--- config.mk ---
export PLATFORM = sky130hd
export DESIGN_NAME = prom_sequencer_flat
export DESIGN_NICKNAME = d
export VERILOG_FILES = /design/src/prom_pkg.sv /design/src/rt_bus_if.sv /design/src/prom_sequencer.sv /design/src/flat_wrapper.sv
export SDC_FILE = /design/constraint.sdc
export NUM_CORES = 1
export LEC_CHECK = 0
export CELL_PAD_IN_SITES_DETAIL_PLACEMENT = 0
export CELL_PAD_IN_SITES_GLOBAL_PLACEMENT = 2
export CORE_ASPECT_RATIO = 0.75
export CORE_MARGIN = 2
export CORE_UTILIZATION = 30
export CTS_CLUSTER_SIZE = 16
export DETAILED_ROUTE_END_ITERATION = 10
export DONT_BUFFER_PORTS = 1
export GPL_ROUTABILITY_DRIVEN = 0
export PLACE_DENSITY_LB_ADDON = 0.1
export SYNTH_ARGS = -nofsm -noshare
export SYNTH_HDL_FRONTEND = slang
export SYNTH_SLANG_ARGS = --single-unit
--- constraint.sdc ---
create_clock -name clk_sys -period 2.2 [get_ports clk_sys]
set_clock_uncertainty 0.15 [all_clocks]
set_input_delay 0.22 -clock clk_sys [delete_from_list [all_inputs] [get_ports clk_sys]]
set_output_delay 0.22 -clock clk_sys [all_outputs]
set_load 0.02 [all_outputs]
--- src/prom_pkg.sv ---
// constants shared by the data prom attachment and its controlling sequencer.
// assumes a single clk_sys domain at 250 MHz and a synchronous active-high reset.
// Overview of operation
// - each prom byte holds 256 eight-bit locations
// - first prom low byte, second prom high byte
// - absent prom byte reads as all ones
// - interface latches address, gates data onto bus
// - latched address holds until next address transfer
// - code 134 loads latch from register a
// - code 146 loads latch from register b
// - code 135 reads prom word into a
// - code 147 reads prom word into b
// - read path never inverts stored data
// - program complements a (011) or b (031)
// - both proms read at one latched address
// - latch must be loaded before any read
// - loader fills consecutive locations from zero
// - tape: octal byte, percent address, end marker
package prom_pkg;
    localparam int ADDR_W = 8;
    localparam int BYTE_W = 8;
    localparam int WORD_W = 16;
    localparam int DEPTH = 256;
    localparam int CODE_W = 9;

    localparam logic [CODE_W-1:0] EVK_ADDR_FROM_A = 9'o134;
    localparam logic [CODE_W-1:0] EVK_ADDR_FROM_B = 9'o146;
    localparam logic [CODE_W-1:0] EVK_READ_TO_A = 9'o135;
    localparam logic [CODE_W-1:0] EVK_READ_TO_B = 9'o147;
    localparam logic [CODE_W-1:0] EVK_INVERT_A = 9'o011;
    localparam logic [CODE_W-1:0] EVK_INVERT_B = 9'o031;

    localparam real CLK_MHZ = 250.0;
    localparam real T_ADDR_US = 2.2;
    localparam real T_READ_US = 2.3;
    localparam real T_INVERT_US = 2.4;
    // products are whole numbers of cycles at this rate, so no rounding is lost
    localparam int ADDR_CYC = int'(T_ADDR_US * CLK_MHZ);
    localparam int READ_CYC = int'(T_READ_US * CLK_MHZ);
    localparam int INVERT_CYC = int'(T_INVERT_US * CLK_MHZ);
    localparam int CNT_W = 12;

    localparam logic [BYTE_W-1:0] ABSENT_BYTE = 8'hff;
    localparam logic [ADDR_W-1:0] LOAD_START = 8'h00;

    localparam logic [7:0] CH_PERCENT = 8'h25;
    localparam logic [7:0] CH_DOLLAR = 8'h24;
    localparam logic [7:0] CH_CR = 8'h0d;
    localparam logic [7:0] CH_LF = 8'h0a;
    localparam logic [7:0] CH_ZERO = 8'h30;
    localparam logic [7:0] CH_SEVEN = 8'h37;

    typedef enum logic [2:0] {
        OP_SET_A,
        OP_SET_B,
        OP_ADDR_A,
        OP_ADDR_B,
        OP_READ_A,
        OP_READ_B,
        OP_INVERT_A,
        OP_INVERT_B
    } op_e;
endpackage

--- src/rt_bus_if.sv ---
// register transfer bus between the sequencer and the data prom attachment.
// assumes both ends run on the same clk_sys; the testbench joins them.
`timescale 1ns/10ps
interface rt_bus_if;
    logic [prom_pkg::CODE_W-1:0] evoke_code;
    logic evoke_strobe;
    logic [prom_pkg::WORD_W-1:0] src_data;
    logic [prom_pkg::WORD_W-1:0] dst_data;
    logic dst_drive;
    logic evoke_done;
    logic prog_we;
    logic prog_sel;
    logic [prom_pkg::ADDR_W-1:0] prog_addr;
    logic [prom_pkg::BYTE_W-1:0] prog_data;

    modport sequencer (
        output evoke_code, evoke_strobe, src_data, prog_we, prog_sel, prog_addr, prog_data,
        input dst_data, dst_drive, evoke_done
    );
    modport attachment (
        input evoke_code, evoke_strobe, src_data, prog_we, prog_sel, prog_addr, prog_data,
        output dst_data, dst_drive, evoke_done
    );
endinterface
--- src/prom_sequencer.sv ---
// controlling sequencer end: registers a and b, evoke issue, complement, tape loader.
// assumes commands come from logic on clk_sys; tape characters one per strobe.
`timescale 1ns/10ps
module prom_sequencer (
    input wire logic clk_sys, // system clock
    input wire logic reset, // synchronous reset, active high
    rt_bus_if.sequencer bus, // register transfer bus
    input wire logic cmd_valid, // command request
    input wire prom_pkg::op_e cmd_op, // command kind
    input wire logic [prom_pkg::WORD_W-1:0] cmd_data, // value for set commands
    output logic cmd_ready, // idle, command accepted when valid
    output logic cmd_done, // pulse, command finished
    output logic cmd_error, // pulse, read refused before any address
    output logic [prom_pkg::WORD_W-1:0] reg_a, // register a
    output logic [prom_pkg::WORD_W-1:0] reg_b, // register b
    input wire logic tape_valid, // tape character strobe
    input wire logic [7:0] tape_char, // tape character
    input wire logic tape_sel, // 0 low prom, 1 high prom
    output logic tape_end // end marker seen
);
    import prom_pkg::*;

    typedef enum logic [1:0] {
        ST_IDLE,
        ST_BUS,
        ST_INVERT
    } state_e;

    state_e state_q, state_d;
    op_e op_q, op_d;
    logic [WORD_W-1:0] a_q, a_d, b_q, b_d, src_q, src_d;
    logic [CODE_W-1:0] code_q, code_d;
    logic strobe_q, strobe_d, ready_q, ready_d, done_q, done_d, err_q, err_d;
    logic addressed_q, addressed_d;
    logic [CNT_W-1:0] cnt_q, cnt_d;
    // tape loader state
    logic [ADDR_W-1:0] ptr_q, ptr_d, pa_q, pa_d;
    logic [BYTE_W:0] acc_q, acc_d;
    logic [1:0] ndig_q, ndig_d;
    logic pct_q, pct_d, cr_q, cr_d, end_q, end_d;
    logic we_q, we_d, sel_q, sel_d;
    logic [BYTE_W-1:0] pd_q, pd_d;
    logic is_digit;

    always_comb begin
        state_d = state_q;
        op_d = op_q;
        a_d = a_q;
        b_d = b_q;
        src_d = src_q;
        code_d = code_q;
        strobe_d = 1'b0;
        ready_d = ready_q;
        done_d = 1'b0;
        err_d = 1'b0;
        addressed_d = addressed_q;
        cnt_d = cnt_q;
        unique case (state_q)
            ST_IDLE: begin
                if (cmd_valid && ready_q) begin
                    op_d = cmd_op;
                    ready_d = 1'b0;
                    unique case (cmd_op)
                        OP_SET_A: begin
                            a_d = cmd_data;
                            done_d = 1'b1;
                            ready_d = 1'b1;
                        end
                        OP_SET_B: begin
                            b_d = cmd_data;
                            done_d = 1'b1;
                            ready_d = 1'b1;
                        end
                        OP_ADDR_A, OP_ADDR_B: begin
                            src_d = (cmd_op == OP_ADDR_A) ? a_q : b_q;
                            code_d = (cmd_op == OP_ADDR_A) ? EVK_ADDR_FROM_A
                                                           : EVK_ADDR_FROM_B;
                            strobe_d = 1'b1;
                            addressed_d = 1'b1;
                            state_d = ST_BUS;
                        end
                        OP_READ_A, OP_READ_B: begin
                            if (!addressed_q) begin
                                err_d = 1'b1;
                                done_d = 1'b1;
                                ready_d = 1'b1;
                            end else begin
                                code_d = (cmd_op == OP_READ_A) ? EVK_READ_TO_A
                                                               : EVK_READ_TO_B;
                                strobe_d = 1'b1;
                                state_d = ST_BUS;
                            end
                        end
                        OP_INVERT_A, OP_INVERT_B: begin
                            code_d = (cmd_op == OP_INVERT_A) ? EVK_INVERT_A : EVK_INVERT_B;
                            cnt_d = CNT_W'(INVERT_CYC - 1);
                            state_d = ST_INVERT;
                        end
                    endcase
                end
            end
            ST_BUS: begin
                if (bus.evoke_done) begin
                    if (op_q == OP_READ_A) a_d = bus.dst_data;
                    if (op_q == OP_READ_B) b_d = bus.dst_data;
                    done_d = 1'b1;
                    ready_d = 1'b1;
                    state_d = ST_IDLE;
                end
            end
            ST_INVERT: begin
                if (cnt_q == '0) begin
                    // stored constants are complements, so this recovers the value
                    if (op_q == OP_INVERT_A) a_d = ~a_q;
                    if (op_q == OP_INVERT_B) b_d = ~b_q;
                    done_d = 1'b1;
                    ready_d = 1'b1;
                    state_d = ST_IDLE;
                end else begin
                    cnt_d = cnt_q - 1'b1;
                end
            end
            default: state_d = ST_IDLE;
        endcase
    end

    assign is_digit = tape_char >= CH_ZERO && tape_char <= CH_SEVEN;

    // a byte entry is written only after its cr and lf; stray characters restart it
    always_comb begin
        ptr_d = ptr_q;
        pa_d = pa_q;
        acc_d = acc_q;
        ndig_d = ndig_q;
        pct_d = pct_q;
        cr_d = 1'b0;
        end_d = end_q;
        we_d = 1'b0;
        sel_d = sel_q;
        pd_d = pd_q;
        if (tape_valid && !end_q) begin
            if (is_digit && ndig_q != 2'd3) begin
                acc_d = {acc_q[BYTE_W-3:0], tape_char[2:0]};
                ndig_d = ndig_q + 2'd1;
                if (pct_q && ndig_q == 2'd2) begin
                    ptr_d = {acc_q[ADDR_W-4:0], tape_char[2:0]};
                    pct_d = 1'b0;
                    ndig_d = 2'd0;
                end
            end else if (tape_char == CH_CR && ndig_q == 2'd3 && !pct_q) begin
                cr_d = 1'b1;
            end else if (tape_char == CH_LF && cr_q) begin
                we_d = 1'b1;
                pa_d = ptr_q;
                pd_d = acc_q[BYTE_W-1:0];
                sel_d = tape_sel;
                ptr_d = ptr_q + 1'b1;
                ndig_d = 2'd0;
            end else if (tape_char == CH_PERCENT) begin
                pct_d = 1'b1;
                ndig_d = 2'd0;
            end else if (tape_char == CH_DOLLAR) begin
                end_d = 1'b1;
            end else begin
                ndig_d = 2'd0;
                pct_d = 1'b0;
            end
        end
    end

    always_ff @(posedge clk_sys) begin
        if (reset) begin
            state_q <= ST_IDLE;
            op_q <= OP_SET_A;
            a_q <= '0;
            b_q <= '0;
            src_q <= '0;
            code_q <= '0;
            strobe_q <= 1'b0;
            ready_q <= 1'b1;
            done_q <= 1'b0;
            err_q <= 1'b0;
            addressed_q <= 1'b0;
            cnt_q <= '0;
            ptr_q <= LOAD_START;
            pa_q <= '0;
            acc_q <= '0;
            ndig_q <= '0;
            pct_q <= 1'b0;
            cr_q <= 1'b0;
            end_q <= 1'b0;
            we_q <= 1'b0;
            sel_q <= 1'b0;
            pd_q <= '0;
        end else begin
            state_q <= state_d;
            op_q <= op_d;
            a_q <= a_d;
            b_q <= b_d;
            src_q <= src_d;
            code_q <= code_d;
            strobe_q <= strobe_d;
            ready_q <= ready_d;
            done_q <= done_d;
            err_q <= err_d;
            addressed_q <= addressed_d;
            cnt_q <= cnt_d;
            ptr_q <= ptr_d;
            pa_q <= pa_d;
            acc_q <= acc_d;
            ndig_q <= ndig_d;
            pct_q <= pct_d;
            cr_q <= cr_d;
            end_q <= end_d;
            we_q <= we_d;
            sel_q <= sel_d;
            pd_q <= pd_d;
        end
    end

    assign bus.evoke_code = code_q;
    assign bus.evoke_strobe = strobe_q;
    assign bus.src_data = src_q;
    assign bus.prog_we = we_q;
    assign bus.prog_sel = sel_q;
    assign bus.prog_addr = pa_q;
    assign bus.prog_data = pd_q;
    assign cmd_ready = ready_q;
    assign cmd_done = done_q;
    assign cmd_error = err_q;
    assign reg_a = a_q;
    assign reg_b = b_q;
    assign tape_end = end_q;
endmodule

--- src/flat_wrapper.sv ---
// flat-port wrapper written by rule: the top's interface ports become plain ports
module prom_sequencer_flat import prom_pkg::*;
  (clk_sys, reset, cmd_valid, cmd_op, cmd_data, cmd_ready, cmd_done, cmd_error, reg_a, reg_b, tape_valid, tape_char, tape_sel, tape_end, bus_evoke_code, bus_evoke_strobe, bus_src_data, bus_prog_we, bus_prog_sel, bus_prog_addr, bus_prog_data, bus_dst_data, bus_dst_drive, bus_evoke_done);
  rt_bus_if bus_i ();
  input wire logic clk_sys;
  input wire logic reset;
  input wire logic cmd_valid;
  input wire prom_pkg::op_e cmd_op;
  input wire logic [prom_pkg::WORD_W-1:0] cmd_data;
  output logic cmd_ready;
  output logic cmd_done;
  output logic cmd_error;
  output logic [prom_pkg::WORD_W-1:0] reg_a;
  output logic [prom_pkg::WORD_W-1:0] reg_b;
  input wire logic tape_valid;
  input wire logic [7:0] tape_char;
  input wire logic tape_sel;
  output logic tape_end;
  output wire logic [$bits(bus_i.evoke_code)-1:0] bus_evoke_code;
  output wire logic [$bits(bus_i.evoke_strobe)-1:0] bus_evoke_strobe;
  output wire logic [$bits(bus_i.src_data)-1:0] bus_src_data;
  output wire logic [$bits(bus_i.prog_we)-1:0] bus_prog_we;
  output wire logic [$bits(bus_i.prog_sel)-1:0] bus_prog_sel;
  output wire logic [$bits(bus_i.prog_addr)-1:0] bus_prog_addr;
  output wire logic [$bits(bus_i.prog_data)-1:0] bus_prog_data;
  input wire logic [$bits(bus_i.dst_data)-1:0] bus_dst_data;
  input wire logic [$bits(bus_i.dst_drive)-1:0] bus_dst_drive;
  input wire logic [$bits(bus_i.evoke_done)-1:0] bus_evoke_done;
  assign bus_evoke_code = bus_i.evoke_code;
  assign bus_evoke_strobe = bus_i.evoke_strobe;
  assign bus_src_data = bus_i.src_data;
  assign bus_prog_we = bus_i.prog_we;
  assign bus_prog_sel = bus_i.prog_sel;
  assign bus_prog_addr = bus_i.prog_addr;
  assign bus_prog_data = bus_i.prog_data;
  assign bus_i.dst_data = bus_dst_data;
  assign bus_i.dst_drive = bus_dst_drive;
  assign bus_i.evoke_done = bus_evoke_done;
  prom_sequencer u_core (.clk_sys(clk_sys), .reset(reset), .bus(bus_i), .cmd_valid(cmd_valid), .cmd_op(cmd_op), .cmd_data(cmd_data), .cmd_ready(cmd_ready), .cmd_done(cmd_done), .cmd_error(cmd_error), .reg_a(reg_a), .reg_b(reg_b), .tape_valid(tape_valid), .tape_char(tape_char), .tape_sel(tape_sel), .tape_end(tape_end));
endmodule
# [After elaboration in Yosys (flattened, before gate mapping)]
# Index checks and enable logic that the tools add are counted.
[classes] reduce_logical=39 magnitude_cmp=2 n_eq_ne=39 bitwise=10 muxes=60 n_addsub=3
[ops] op="2-to-1 mux 16 bit" count=13
[ops] op="case mux 16 bit (3 select lines)" count=2
[ops] op="2-to-1 mux 12 bit" count=3
[ops] op="2-to-1 mux 8 bit" count=4
[ops] op="inverter 16 bit" count=2
[ops] op="case mux 9 bit (3 select lines)" count=1
[ops] op="equality test 3 bit (second input constant)" count=8
[ops] op="case mux 12 bit (2 select lines)" count=1
[ops] op="2-to-1 mux 2 bit" count=10
[ops] op="AND reduction 4 bit" count=5
[ops] op="inequality test 2 x 1 -> 1 bit (second input constant)" count=9
[ops] op="equality test 8 x 4 -> 1 bit (second input constant)" count=2
[ops] op="equality test 8 x 6 -> 1 bit (second input constant)" count=2
[ops] op="2-to-1 mux 1 bit" count=16
[ops] op="inequality test 2 bit (second input constant)" count=7
[ops] op="AND reduction 7 bit" count=2
[ops] op="logical NOT 12 bit" count=1
[ops] op="2-to-1 mux 6 bit" count=2
[ops] op="case mux 2 bit (3 select lines)" count=2
[ops] op="subtractor 12 x 1 -> 12 bit (second input constant)" count=1
[ops] op="AND reduction 5 bit" count=2
[ops] op="2-to-1 mux 9 bit" count=1
[ops] op="adder 8 x 1 -> 8 bit (second input constant)" count=1
[ops] op=">= comparator 8 x 6 -> 1 bit (second input constant)" count=1
[ops] op="26 further kinds" count=55
[totals] inputBits=50 register_bits=118 elab_cells=175

# [Logic depth before layout (Yosys ltp)]
# Gate-level depths: netlist of run 1.
[depth] word_depth=6 mapped_depth=9

# [Worst setup path after synthesis of run 1]
# Ideal clock, no wire load.
[synth_timing] path_kind="register -> register" from="register u_core.state_q[0]" to="register u_core.a_q[10], in the netlist u_core.reg_a[10]" stages_incl_launch_ff=10 t_required_ps=1929 arrival_time_ps=2127 slack_ps=-198 setup_time_ps=121 n_path_buf=3 synth_period_minus_slack_ps=2398 cell_sequence="dfxtp_1 > inv_1 > ha_1 > buf_2 > a21oi_1 > o21ai_4 > or4_4 > buf_6 > buf_12 > mux2_4"
[synth_between] elab_chain_len=3
[synth_rtl] element="start, declared" line="prom_sequencer.sv:29" rtl="state_e state_q, state_d;"
[synth_rtl] element="start signal, assigned" line="prom_sequencer.sv:196" rtl="state_q <= state_d;"
[synth_rtl] element="equality test 2 bit, or another cell as far along" line="prom_sequencer.sv:58" rtl="unique case (state_q)"
[synth_rtl] element="inequality test 2 x 1 -> 1 bit (no line), or another cell as far along"
[synth_rtl] element="AND reduction 7 bit (no line)"
[synth_rtl] element="end signal, assigned" line="prom_sequencer.sv:175" rtl="a_q <= '0;"
[synth_rtl] element="end signal, assigned" line="prom_sequencer.sv:198" rtl="a_q <= a_d;"
[synth_rtl] element="end, declared" line="prom_sequencer.sv:31" rtl="logic [WORD_W-1:0] a_q, a_d, b_q, b_d, src_q, src_d;"
# Parallel ways exist; a longest one is shown, timed or not.
# A chain may end at the register's enable or synchronous reset.

# [Worst setup path after layout of run 1]
[layout_timing] from="register u_core.state_q[1]" to="register u_core.a_q[10], in the netlist u_core.reg_a[10]"
# Same word-level chain as after synthesis.

==> metrics.csv, run 1 <==
metric,value,unit
min_period,2.18,ns
path_buf_inv,2,
setup_viol,0,
grt_max_degree,96,
fin_nets,737,
drv_slew,0,
design_area,7150,µm²
dominantRegCellSynth,dfxtp_1,
fillers,1889,
clockBufferDepth,2,
worstMarginPinSlew,0.671,ns
finalNonFillerCells,940,
viasPerCell,5.11,
dpl_cell_area,6190,µm²
final_cell_mix,"109 x dfxtp_1, 71 x nor2_1, 64 x nor2b_1",
ys.warnings.count,0,
netSwitchingPower,2.15,mW
power_density,950,nW/µm²
cts_sinks,114,
synth_seq_cells,114,
numCtsBuffers,17,
grtUsageTotal,0.173,
routed_wl,17300,µm
area_growth,24.8,%
clk-insertion-delay-late,0.41,ns
first_global_vias,4661,
fmax,458,MHz
die_w,164,µm
core,18600,µm²
rsz0062_at_grt,true,
synth_edf_count,0,
startpoint_type,register,
pwr-share-seq,0.378,
syn_area,5730,µm²
syn_inst,643,
crit_chain,inv_4 > ha_4 > nor2b_4 > a21oi_4 > o21ai_4 > or4_4 > clkbuf_16 > mux2_4,
clkTransAtPathRegs,0.06,ns
status,"complete, no violations",
grt-ovfl-total,0,
core.rowCount,43,
yosysTopAreaCell,dfxtp_1,
io_buffers,0,
hp-class,input pin to register,
cts_tree,built,
finalHoldViolations,0,
start_util,0.308,
path_max_fanout,8,
leakage,2.64,nW
max_stage_delay,0.47,ns
ys_seq_area_frac,0.399,
die-area,20200,µm²
antenna_found_initial,0,
required,2.35,ns
cpMaxStageDelayCell,or4_4,
slew-limit-headroom,0.552,
drive_gt1_frac,0.202,
grt_pass1_wl,26800,µm
worstSetupEndpointType,register,
crit_family,simple AND/OR/NAND/NOR gates,
chipHeight,124,µm
route.detailed.drc,0,
route.vias.total,4801,
path_class,register to register,
wl_per_cell,18.4,µm
p_clk_frac,0.404,
synth.avg_cell_area,8.91,µm²
post-place-cells,884,
pwr-share-comb,0.218,
firstDrtPassIters,5,
netlist_top_cells_area,"dfxtp_1 40%, mux2i_1 7.5%, nor2b_1 7.1%",
diodes,0,
async_flop_share,0,
fin_crit_sh,0.993,
cap_violations,0,
ios,130,
drtAntennaViolNets,0,
holdWs,0.0138,ns
root_buffer,clkbuf_16,
final_common_cell,dfxtp_1,
drt_iter0_markers,310,
p_int,4.64,mW
crit_arrival,2.34,ns
cts.htree.levels,4,
dp.final_hpwl,11200,µm
swShare,0.317,
vdd_drop_max,436,µV
synth_cell_types,60,
synth_top_area_frac,0.399,
[registers in the layout, indices dropped and copies added, names as in the netlist]
register and count:
u_core.bus.prog_addr 8, u_core.ptr_q 8, u_core.bus.prog_data 8, u_core.bus.prog_sel 1, u_core.bus.evoke_code 5, u_core.pct_q 1
u_core.reg_a 16, u_core.bus.prog_we 1, u_core.state_q 2, u_core.addressed_q 1, u_core.cmd_ready 1, u_core.cr_q 1
u_core.ndig_q 2, u_core.cmd_done 1, u_core.cmd_error 1, u_core.bus.src_data 16, u_core.bus.evoke_strobe 1, u_core.acc_q 8
u_core.op_q 3, u_core.cnt_q 12, u_core.tape_end 1, u_core.reg_b 16
[per-stage QoR]
stage | setup slack, ns | TNS, ns | util | power, mW
after floorplan | -0.0210 | -0.210 | - | 3.58
after global placement | -0.0433 | -0.168 | 0.333 | 3.88
after detailed placement | -0.0563 | -0.726 | 0.333 | 3.91
after CTS | 0.00771 | 0 | 0.377 | 6.78
after global routing | -0.0288 | -0.216 | 0.384 | 7.15
final | 0.0162 | 0 | 0.384 | 6.79
[worst reg2reg max path, cell delays in order (launching register included)]
cell,delay [ns]
dfxtp_4,0.38
inv_4,0.06
ha_4,0.18
nor2b_4,0.13
a21oi_4,0.12
o21ai_4,0.10
or4_4,0.47
clkbuf_16,0.20
mux2_4,0.30
[synthesized netlist by cell type, types with 10 or more instances]
cell type and n:
a21boi_0 17, mux2i_1 43, inv_1 11, o21ai_0 58
a211oi_1 21, dfxtp_1 114, mux2_2 23, nor2b_1 65
nand2_1 27, a21oi_1 28, nor2_1 75, mux2_4 10
clkbuf_1 29
[power groups by stage]
stage	sequential (mW)	combinational, mW	clock (mW)
6_report	2.57	1.48	2.74
5_1_grt	2.59	1.65	2.92
4_1_cts	2.56	1.40	2.82
3_5_place_dp	2.60	1.31	0
3_3_place_gp	2.60	1.28	0
2_1_floorplan	2.56	1.02	0
[kinds of logic after synthesis]
group                      share of synthesized area
and+or+nand+nor                                0.205
AOI/OAI and AO/OA                              0.174
DFF                                            0.399
muxes                                          0.147
buffers and inverters                         0.0463
xor gates and xnor gates                      0.0138
adders and majority gates                     0.0153
other                                       0.000655
[routing by layer]
metal | wire length (µm) | share of wire | up-vias | GRT usage
met5 | 0 | 0 | - | 0
met3 | 1150 | 0.066 | 4 | 0.0643
met1 | 9050 | 0.52 | 2313 | 0.255
li1 | - | - | 2371 | -
met4 | 81 | 0.0047 | 0 | 0.0307
met2 | 6990 | 0.40 | 113 | 0.242
[cell type report]
class / count / area [µm²] / share of cell area
clock buffer: 18 / 429 / 0.0600
clock inverter: 14 / 153 / 0.0214
inverter: 11 / 43.8 / 0.00613
multi-input combinational: 474 / 3320 / 0.464
sequential: 114 / 2290 / 0.321
tap: 247 / 309 / 0.0432
timing repair buffer: 62 / 606 / 0.0847
[path summary, 6_finish.rpt]
path              slack [ns]         startpoint                end  depth (start not counted)
setup / recovery        0.02  u_core.state_q[1]   u_core.reg_a[10]                          8
hold / removal          0.01     bus_evoke_done  u_core.state_q[0]                          4
setup reg to reg        0.02  u_core.state_q[1]   u_core.reg_a[10]                          8
hold reg to reg         0.30    u_core.cnt_q[0]    u_core.cnt_q[0]                          1
[repair_timing]
item                                   CTS  global route
endpoints found under the hold margin  107             2
gates cloned                             0             1
pin swaps                                1             3
setup buffers                            0             1
hold buffers                            21             3
setup endpoints to repair               27            33
gates resized for setup                  4            20
Note: power is estimated with default switching activity, not from simulation.
==> run 2, diff against run 1 <==
--- a/config.mk
+++ b/config.mk
@@ -9,7 +9,7 @@
 export CELL_PAD_IN_SITES_GLOBAL_PLACEMENT = 2
 export CORE_ASPECT_RATIO = 0.75
 export CORE_MARGIN = 2
-export CORE_UTILIZATION = 30
+export CORE_UTILIZATION = 34
 export CTS_CLUSTER_SIZE = 16
 export DETAILED_ROUTE_END_ITERATION = 10
 export DONT_BUFFER_PORTS = 1
==> metrics.csv, run 2 (synthesized netlist as in run 1, its figures left out) <==
metric,value,unit,change
status,"complete, but fails checks",,
violations,"negative hold slack, negative setup slack",,
crit_arrival,2.39,ns,+0.05 ns
required,2.36,ns,about the same
path_class,register to register,,
cpMaxStageDelayCell,or4_4,,
viasPerCell,5.31,,+4.0%
cts_sinks,114,,unchanged
drive_gt1_frac,0.201,,-0.000602
core,16700,µm²,-10%
route.vias.total,4887,,+1.8%
start_util,0.343,,+0.0359
drv_slew,0,,unchanged
slew-limit-headroom,0.609,,+0.0568
grtUsageTotal,0.189,,+0.0156
power_density,955,nW/µm²,+0.55%
worstSetupEndpointType,register,,
dpl_cell_area,6190,µm²,about the same
layout_setup_ws,-0.0337,ns,-0.0498 ns
chipHeight,116,µm,-5.9%
design_area,7260,µm²,+1.6%
route.detailed.drc,0,,unchanged
cap_violations,0,,unchanged
wl_per_cell,18.3,µm,-0.19%
worstMarginPinSlew,0.586,ns,-0.0851 ns
vdd_drop_max,444,µV,+1.9%
drtAntennaViolNets,0,,unchanged
cts_tree,built,,
firstDrtPassIters,5,,unchanged
hp-class,input pin to register,,
first_global_vias,4817,,+3.3%
dp.final_hpwl,10700,µm,-5.0%
die_w,154,µm,-5.9%
fin_crit_sh,1.02,,+0.0227
crit_chain,inv_4 > ha_4 > mux2i_1 > a31oi_1 > or4_4 > clkbuf_16 > mux2_4,,
leakage,2.72,nW,+3.0%
fillers,1626,,-14%
tns,-0.140,ns,-0.140 ns
diodes,0,,unchanged
clockBufferDepth,2,,unchanged
numCtsBuffers,17,,unchanged
cts.htree.levels,4,,unchanged
drt_iter0_markers,230,,-26%
clkTransAtPathRegs,0.06,ns,about the same
grt_pass1_wl,26200,µm,-2.4%
min_period,2.23,ns,+0.0498 ns
grt_max_degree,96,,unchanged
finalHoldViolations,1,,+1
final_cell_mix,"110 x dfxtp_1, 71 x nor2_1, 65 x nor2b_1",,
ios,130,,unchanged
path_max_fanout,8,,unchanged
routed_wl,16900,µm,-2.3%
grt-ovfl-total,0,,unchanged
startpoint_type,register,,
final_common_cell,dfxtp_1,,
root_buffer,clkbuf_16,,
final_core_util,0.436,,+0.0515
max_stage_delay,0.57,ns,+0.10 ns
die-area,17900,µm²,-11%
holdWs,-0.00362,ns,-0.0174 ns
area_growth,26.8,%,
setup_viol,15,,+15
fin_nets,749,,+1.6%
core.rowCount,41,,-4.7%
io_buffers,0,,unchanged
clk-insertion-delay-late,0.41,ns,about the same
rsz0062_at_grt,true,,
antenna_found_initial,0,,unchanged
fmax,448,MHz,-2.2%
## run 2: changes by cell type in the layout (fill, tap and decap cells not counted), sizes merged
cell / previous run / this run
clkinv: 4 / 5
bufinv: 2 / 3
dlymetal6s4s: 0 / 1
clkbuf: 19 / 21
inv: 15 / 11
buf: 40 / 44
dlygate4sd3: 21 / 28
## run 2: power by group
group          total (mW)  internal [mW]  switching, mW
sequential           2.57           2.24          0.332
clock                2.89           1.87           1.02
combinational        1.48          0.738          0.738
total                6.94           4.84           2.09
## run 2: per-layer routing
layer,global-route usage,vias up,share of wire
met4,0.0611,0,0.013
met2,0.296,127,0.43
met1,0.252,2352,0.50
li1,-,2388,-
met3,0.0557,20,0.059
met5,0,-,0
## run 2: layout make-up
type                    count  area, µm²  area share
inverters                  11       46.3     0.00637
clock buffers              20        467      0.0643
flip-flops and latches    114       2290       0.316
multi-input cells         474       3290       0.453
clock inverters            12        156      0.0215
repair buffers             74        738       0.102
well taps                 215        269      0.0370
## run 2: repair_timing
item / in CTS / in global routing
hold buffers: 30 / 0
endpoints found under the setup margin: 13 / 39
setup buffers: 1 / 1
pin swaps: 1 / 3
cloned: 0 / 1
hold endpoints to repair: 107 / 0
resized for setup: 3 / 19
## run 2: critical path, delay by kind of cell (launching register included)
kind,cells,cell delay (ns)
simple gates,1,0.57
compound gates,1,0.12
flops,1,0.37
fa+ha+maj,1,0.17
mux,2,0.47
buf+inv,2,0.26
## run 2: final timing paths
| check | from | end | slack [ns] | cells past startpoint |
|---|---|---|---|---|
| min reg2reg | u_core.cnt_q[0] | u_core.cnt_q[0] | 0.33 | 1 |
| min | tape_valid | u_core.ptr_q[3] | -0.004 | 4 |
| max | u_core.state_q[1] | u_core.reg_a[11] | -0.03 | 7 |
| max reg2reg | u_core.state_q[1] | u_core.reg_a[11] | -0.03 | 7 |
## run 2: metrics by stage
step | power [mW] | worst slack, ns | std cells
finish | 6.94 | -0.0337 | 920
global route | 7.28 | -0.0555 | 920
CTS | 6.96 | 0.00558 | 918
detailed placement | 3.92 | -0.0266 | 855
global placement | 3.90 | 0.0102 | 855
floorplan | 3.58 | -0.0210 | 644
